File: src/hw/cond_eval.sv
package exec_pkg;
  localparam int DATA_W = 8;
  localparam int ADDR_W = 16;
  localparam int FLAG_W = 6;
  // flag vector bit positions
  localparam int FLAG_C = 5;
  localparam int FLAG_Z = 4;
  localparam int FLAG_S = 3;
  localparam int FLAG_V = 2;
  localparam int FLAG_D = 1;
  localparam int FLAG_H = 0;
  localparam logic [FLAG_W-1:0] FLAGS_RESET = 6'h00;
  // opcode fields
  localparam int COND_HI = 7;
  localparam int COND_LO = 4;
  localparam int NIB_HI = 3;
  localparam int NIB_LO = 0;
  localparam logic [3:0] NIB_REL_JUMP = 4'hb;
  localparam logic [3:0] NIB_ABS_JUMP = 4'hd;
  localparam logic [3:0] ROW_MINUS = 4'h2;
  localparam logic [3:0] ROW_MINUS_BORROW = 4'h3;
  localparam logic [3:0] NIB_SHORT_FIRST = 4'h2;
  localparam logic [3:0] NIB_SHORT_LAST = 4'h7;
  localparam logic [3:0] NIB_WIDE_FIRST = 4'h8;
  localparam logic [3:0] NIB_WIDE_LAST = 4'h9;
  // condition field encodings
  localparam logic [3:0] CC_NEVER = 4'h0;
  localparam logic [3:0] CC_SIGNED_BELOW = 4'h1;
  localparam logic [3:0] CC_SIGNED_BELOW_OR_EQUAL = 4'h2;
  localparam logic [3:0] CC_UNSIGNED_BELOW_OR_EQUAL = 4'h3;
  localparam logic [3:0] CC_OVERFLOW = 4'h4;
  localparam logic [3:0] CC_MINUS = 4'h5;
  localparam logic [3:0] CC_ZERO = 4'h6;
  localparam logic [3:0] CC_CARRY = 4'h7;
  localparam logic [3:0] CC_COMPLEMENT_BIT = 4'h8;
  localparam int CC_SEL_HI = 2;
  localparam int CC_SEL_LO = 0;
  typedef enum logic [1:0] {
    OP_NONE,
    OP_JUMP,
    OP_MINUS,
    OP_MINUS_BORROW
  } op_kind_t;
endpackage : exec_pkg

`timescale 1ns/1ns
`default_nettype none
module cond_eval
  import exec_pkg::*;
(
  input wire logic [3:0] i_condition_field,
  input wire logic i_c,
  input wire logic i_z,
  input wire logic i_s,
  input wire logic i_v,
  output logic o_true
);
  // codes 8..f are the complements of codes 0..7
  wire logic [2:0] base_sel = i_condition_field[CC_SEL_HI:CC_SEL_LO];
  wire logic invert = i_condition_field[COND_HI-COND_LO];
  wire logic signed_below = i_s ^ i_v;
  logic base_true;

  always_comb begin
    case ({1'b0, base_sel})
      CC_NEVER: base_true = 1'b0;
      CC_SIGNED_BELOW: base_true = signed_below;
      CC_SIGNED_BELOW_OR_EQUAL: base_true = i_z | signed_below;
      CC_UNSIGNED_BELOW_OR_EQUAL: base_true = i_c | i_z;
      CC_OVERFLOW: base_true = i_v;
      CC_MINUS: base_true = i_s;
      CC_ZERO: base_true = i_z;
      CC_CARRY: base_true = i_c;
      default: base_true = 1'b0;
    endcase
  end

  // only c, z, s and v feed the test
  assign o_true = base_true ^ invert;
endmodule : cond_eval
`default_nettype wire

File: src/hw/jump_minus_exec.sv
// Overview of operation
// - condition field is opcode bits 7:4, selecting one of sixteen flag tests.
// - both jump forms test only carry, zero, sign and overflow flags.
// - jump taken only when test is true, else continue sequentially.
// - code 0 never true; 1 is s xor v; 2 is z or (s xor v).
// - opcodes 32-37 store dst minus src minus carry; update c,z,s,v,h; set d.
// - opcodes 38 and 39 do wide minus-with-borrow with identical flag effects.
// - opcodes 22-27 store dst minus src; update c,z,s,v,h; set d.
`timescale 1ns/1ns
`default_nettype none
module jump_minus_exec
  import exec_pkg::*;
(
  input wire logic i_clk,
  input wire logic i_rst,
  input wire logic i_op_valid,
  input wire logic [DATA_W-1:0] i_opcode,
  input wire logic [DATA_W-1:0] i_dst,
  input wire logic [DATA_W-1:0] i_src,
  input wire logic [ADDR_W-1:0] i_pc_seq,
  input wire logic [ADDR_W-1:0] i_abs_target,
  input wire logic [DATA_W-1:0] i_rel_disp,
  input wire logic i_flags_we,
  input wire logic [FLAG_W-1:0] i_flags,
  output logic o_done,
  output logic o_result_we,
  output logic [DATA_W-1:0] o_result,
  output logic o_pc_load,
  output logic [ADDR_W-1:0] o_next_pc,
  output logic o_jump_taken,
  output logic [FLAG_W-1:0] o_flags
);
  function automatic logic in_range(input logic [3:0] nib, input logic [3:0] lo,
                                    input logic [3:0] hi);
    in_range = (nib >= lo) && (nib <= hi);
  endfunction : in_range

  logic done_q;
  logic result_we_q;
  logic [DATA_W-1:0] result_q;
  logic [DATA_W-1:0] result_d;
  logic pc_load_q;
  logic [ADDR_W-1:0] next_pc_q;
  logic [ADDR_W-1:0] next_pc_d;
  logic taken_q;
  logic [FLAG_W-1:0] flags_q;
  logic [FLAG_W-1:0] flags_d;
  op_kind_t kind;

  // decode
  wire logic [3:0] row = i_opcode[COND_HI:COND_LO];
  wire logic [3:0] nib = i_opcode[NIB_HI:NIB_LO];
  wire logic [3:0] condition_field = i_opcode[COND_HI:COND_LO];
  wire logic relative_jump = (nib == NIB_REL_JUMP);
  wire logic absolute_jump = (nib == NIB_ABS_JUMP);
  wire logic sub_form = in_range(nib, NIB_SHORT_FIRST, NIB_SHORT_LAST) |
                        in_range(nib, NIB_WIDE_FIRST, NIB_WIDE_LAST);
  wire logic is_minus = (row == ROW_MINUS) && sub_form;
  wire logic is_minus_borrow = (row == ROW_MINUS_BORROW) && sub_form;

  always_comb begin
    if (relative_jump || absolute_jump) begin
      kind = OP_JUMP;
    end else if (is_minus) begin
      kind = OP_MINUS;
    end else if (is_minus_borrow) begin
      kind = OP_MINUS_BORROW;
    end else begin
      kind = OP_NONE;
    end
  end

  // condition test
  wire logic cond_true;
  cond_eval u_cond (
    .i_condition_field(condition_field),
    .i_c(flags_q[FLAG_C]),
    .i_z(flags_q[FLAG_Z]),
    .i_s(flags_q[FLAG_S]),
    .i_v(flags_q[FLAG_V]),
    .o_true(cond_true)
  );

  // relative displacement is signed, sign-extended to the address width
  wire logic [ADDR_W-1:0] rel_ext = {{(ADDR_W-DATA_W){i_rel_disp[DATA_W-1]}}, i_rel_disp};
  wire logic [ADDR_W-1:0] rel_target = i_pc_seq + rel_ext;
  wire logic [ADDR_W-1:0] jump_target = relative_jump ? rel_target : i_abs_target;

  // subtraction datapath; borrow-in only for the borrow forms
  wire logic borrow_in = (kind == OP_MINUS_BORROW) ? flags_q[FLAG_C] : 1'b0;
  wire logic [DATA_W:0] diff = {1'b0, i_dst} - {1'b0, i_src} - {{DATA_W{1'b0}}, borrow_in};
  wire logic [4:0] half_diff = {1'b0, i_dst[3:0]} - {1'b0, i_src[3:0]} - {4'h0, borrow_in};
  wire logic [DATA_W-1:0] diff_byte = diff[DATA_W-1:0];
  wire logic sub_c = diff[DATA_W];
  wire logic sub_z = (diff_byte == {DATA_W{1'b0}});
  wire logic sub_s = diff_byte[DATA_W-1];
  // overflow: operands of opposite sign and result sign differs from dst
  wire logic sub_v = (i_dst[DATA_W-1] ^ i_src[DATA_W-1]) &
                     (diff_byte[DATA_W-1] ^ i_dst[DATA_W-1]);
  wire logic sub_h = half_diff[4];

  always_comb begin
    flags_d = flags_q;
    result_d = result_q;
    next_pc_d = next_pc_q;
    if (i_op_valid && (kind == OP_MINUS || kind == OP_MINUS_BORROW)) begin
      flags_d[FLAG_C] = sub_c;
      flags_d[FLAG_Z] = sub_z;
      flags_d[FLAG_S] = sub_s;
      flags_d[FLAG_V] = sub_v;
      flags_d[FLAG_D] = 1'b1;
      flags_d[FLAG_H] = sub_h;
      result_d = diff_byte;
    end else if (i_op_valid && kind == OP_JUMP) begin
      // jumps leave every flag alone
      next_pc_d = cond_true ? jump_target : i_pc_seq;
    end else if (i_flags_we) begin
      // external load loses to an executing instruction in the same cycle
      flags_d = i_flags;
    end
  end

  wire logic exec_sub = i_op_valid && (kind == OP_MINUS || kind == OP_MINUS_BORROW);
  wire logic exec_jump = i_op_valid && (kind == OP_JUMP);

  always_ff @(posedge i_clk or posedge i_rst) begin
    if (i_rst) begin
      done_q <= 1'b0;
      result_we_q <= 1'b0;
      pc_load_q <= 1'b0;
      taken_q <= 1'b0;
    end else begin
      done_q <= exec_sub | exec_jump;
      result_we_q <= exec_sub;
      pc_load_q <= exec_jump;
      taken_q <= exec_jump & cond_true;
    end
  end

  always_ff @(posedge i_clk or posedge i_rst) begin
    if (i_rst) begin
      result_q <= {DATA_W{1'b0}};
      next_pc_q <= {ADDR_W{1'b0}};
      flags_q <= FLAGS_RESET;
    end else begin
      result_q <= result_d;
      next_pc_q <= next_pc_d;
      flags_q <= flags_d;
    end
  end

  assign o_done = done_q;
  assign o_result_we = result_we_q;
  assign o_result = result_q;
  assign o_pc_load = pc_load_q;
  assign o_next_pc = next_pc_q;
  assign o_jump_taken = taken_q;
  assign o_flags = flags_q;
endmodule : jump_minus_exec
`default_nettype wire

File: config.mk
export PLATFORM = sky130hd
export DESIGN_NAME = jump_minus_exec
export DESIGN_NICKNAME = d
export VERILOG_FILES = /design/src/hw/cond_eval.sv /design/src/hw/jump_minus_exec.sv
export SDC_FILE = /design/constraint.sdc
export NUM_CORES = 1
export LEC_CHECK = 0
export ABC_AREA = 0
export BUFFER_PORTS_ARGS = -buffer_cell sky130_fd_sc_hd__buf_2
export CAP_MARGIN = 25
export CORE_MARGIN = 5
export CORE_UTILIZATION = 51
export CTS_BUF_LIST = sky130_fd_sc_hd__clkbuf_4
export CTS_CLUSTER_DIAMETER = 60
export DETAILED_ROUTE_END_ITERATION = 12
export PLACE_DENSITY = 0.82
export SYNTH_ARGS = -nofsm -noshare
export SYNTH_HDL_FRONTEND = slang
export SYNTH_SLANG_ARGS = --single-unit
File: constraint.sdc
create_clock -name i_clk -period 3.7 [get_ports i_clk]
set_clock_uncertainty 0.1 [all_clocks]
set_input_delay 0.555 -clock i_clk [delete_from_list [all_inputs] [get_ports i_clk]]
set_output_delay 0.555 -clock i_clk [all_outputs]
set_load 0.005 [all_outputs]
==> run metrics <==
path type of the worst setup path=in -> reg; worst-margin pin slew=630.7 ps; delay-heaviest family, CP=adder cells; Final setup viols=0; CTS tree=built; I/O Buffers=107; Post-Synthesis Cell Area=2893 um^2; Hold Path Class=in -> async; grt ovf=0; CP arrival=3680 ps; minimum clock period=3500 ps; reg2reg path depth=13; GR Util All Layers=21.75%; crit start category=input port; Antenna diodes=0; number of max-cap violations=0; Max Clk Rate=0.2857 GHz; initial antenna violation count=0; via/cell ratio=5.504; setup TNS=0 ps; Starting Density=52.53%; layout cell share with drive strength beyond 1=31.36%; Setup crit end kind=flip-flop; vias=2906; share of the synthesized area in the top cell type=29.41%; Die Wd=85.32 um; flops & latches, synth=34; unrepaired setup endpoints after global routing=false; sequential area share after synthesis=29.41%; WL per Instance=14.92 um; Area growth syn-to-layout=25.43%; post-route total power=1298 uW; nets@finish=561; clk slew on worst S/H paths=110 ps; final WL=7880 um; first-pass GRT wire length=13090 um; std cell rows=27; maximum fanout along the worst path=3; Fillers=493; status=finished clean; H-Tree Level Count=2; vias in the first global route=2865; Netlist cell types=57; GP Congestion=0.9764; DR pass1 iterations=4; die area=7279 um^2; crit path max-delay cell type=fa_1; Syn Inst Count=344; leading post-synthesis cells by cell area=dfrtp_1, ha_1, nand2_1; dpl hpwl=6242 um; Antenna Nets Post-Route=0; Max clock buf depth=2; Ports=108; fin crit share=94.59%; VDD IR max=0.2188 mV; Avg Cell Area, Syn=8.409 um^2; clock latency at the later pin of the worst-skew pair=340 ps; Synth area leader=dfrtp_1; Die Y=85.32 um; Pwr Density=357.7 nW/um^2; Top FF cell, synth=dfrtp_1; pin count of the biggest net entering global routing=35; CTS sink cnt=34; Post-synth EDFFs=0; Async SR Flop Fraction=100.0%; top cells by count, synth=nand2_1, dfrtp_1, a21oi_1, ha_1, inv_1; Final Hold Viols=0; CTS Hold Buffers Added=0; final slew viol count=0; initial drt markers=154; most common cell in the synthesized netlist=nand2_1; root buf cell=clkbuf_4; worst stage delay on the critical path=520 ps; CP Data Required Time=3880 ps; Levels on crit path=17; Worst slew margin=57.67%; synth warn=0; CP Buf/Inv Count=2; Leakage=0.001880 uW; Synthesized Nets=450; crit-path cells=buf_2 > nor2_4 > xor2_2 > nor4b_2 > nand3_1 > fa_1 > inv_1 > ha_2 > or2_4 > fa_2 > nand2b_4 > a21oi_4 > a21oi_2 > a31oi_1 > xor2_1 > mux2i_1 > o21ai_1; DRC=0; core area=5507 um^2; TritonCTS Buffers=5
-- cell families after synthesis --
family / share of synthesized area [%]
xor+xnor: 6.964
mux: 2.552
simple gates: 17.91
compound gates: 21.54
fa+ha+maj: 14.62
flops: 29.41
buf+inv: 7.007
-- cells in the final DEF, fill, tap and decap left out, drive strengths merged, types with 4 or more instances in the layout --
master,count
a211oi,6
ha,29
and3,4
o22ai,4
nor2b,4
a21oi,29
xor2,7
xnor2,16
o21ai,28
nand3,7
clkbuf,5
nand2,41
a31oi,4
dfrtp,34
mux2i,4
buf,119
nor2,19
inv,31
o21a,5
a21o,7
nor3,8
-- per-layer routing --
layer,vias up,global-route usage (%),wire length [um]
li1,1439,-,-
met1,1335,27.79,3324
met2,114,36.44,3764
met3,18,3.883,577
met4,0,8.201,214
met5,-,0,0
-- stage by stage --
step | hold slack (ps) | setup slack (ps) | utilization [%] | cell area, um^2 | cells
5_1_grt | 229.1 | 21.62 | 65.89 | 3628 | 528
3_3_place_gp | 357.9 | -252.2 | 64.14 | 3532 | 520
6_report | 191.2 | 200.3 | 65.89 | 3628 | 528
4_1_cts | 203.3 | 18.53 | 65.30 | 3596 | 528
2_1_floorplan | 369.8 | 4.046 | - | 2903 | 344
3_5_place_dp | 370.7 | -388.6 | 64.14 | 3532 | 520
-- worst register-to-register path, stage by stage (launching register included) --
cell and delay, ps:
dfrtp_1 450, nand3_1 110, fa_1 520, inv_1 50, ha_2 170, or2_4 230, fa_2 390, nand2b_4 150
a21oi_4 160, a21oi_2 90, a31oi_1 210, xor2_1 180, mux2i_1 100, o21ai_1 120
-- flip-flops by register name, indices dropped and copies added, names as in the netlist --
| name | count |
|---|---|
| o_done | 1 |
| o_jump_taken | 1 |
| o_flags | 6 |
| o_result_we | 1 |
| o_result | 8 |
| o_next_pc | 16 |
| o_pc_load | 1 |
-- final timing paths --
check	slack, ps	from	end
min in group i_clk	340	i_abs_target[15]	o_next_pc[15]$_DFFE_PP0P_
setup reg to reg	590	o_flags[5]$_DFFE_PP0P_	o_flags[5]$_DFFE_PP0P_
hold reg to reg	390	o_result[0]$_DFFE_PP0P_	o_result[0]$_DFFE_PP0P_
max in group asynchronous	2980	i_rst	o_next_pc[2]$_DFFE_PP0P_
hold / removal	190	i_rst	o_result[3]$_DFFE_PP0P_
setup / recovery	200	i_opcode[1]	o_flags[5]$_DFFE_PP0P_
-- power by group --
part	switching (uW)	internal, uW	leakage, uW	total, uW
clock network	129	67.7	0.0000277	196
logic	295	286	0.00143	581
registers	54.7	466	0.000420	520
-- final cells by class --
type	instances	area [um^2]	share of cell area [%]
Clock buffer	5	37.54	1.034
Clock inverter	3	11.26	0.3103
Inverter	31	116.4	3.207
Multi-Input combinational cell	264	1897	52.28
Sequential cell	34	850.8	23.45
Tap cell	72	90.09	2.483
Timing Repair Buffer	119	625.6	17.24
-- what timing repair did --
item / 4_1_cts / 5_1_grt
gates resized for setup: 5 / 7
setup buffers: 0 / 0
endpoints found under the setup margin: 1 / 5
pin swaps: 9 / 10
(Power assumes the default switching activity.)
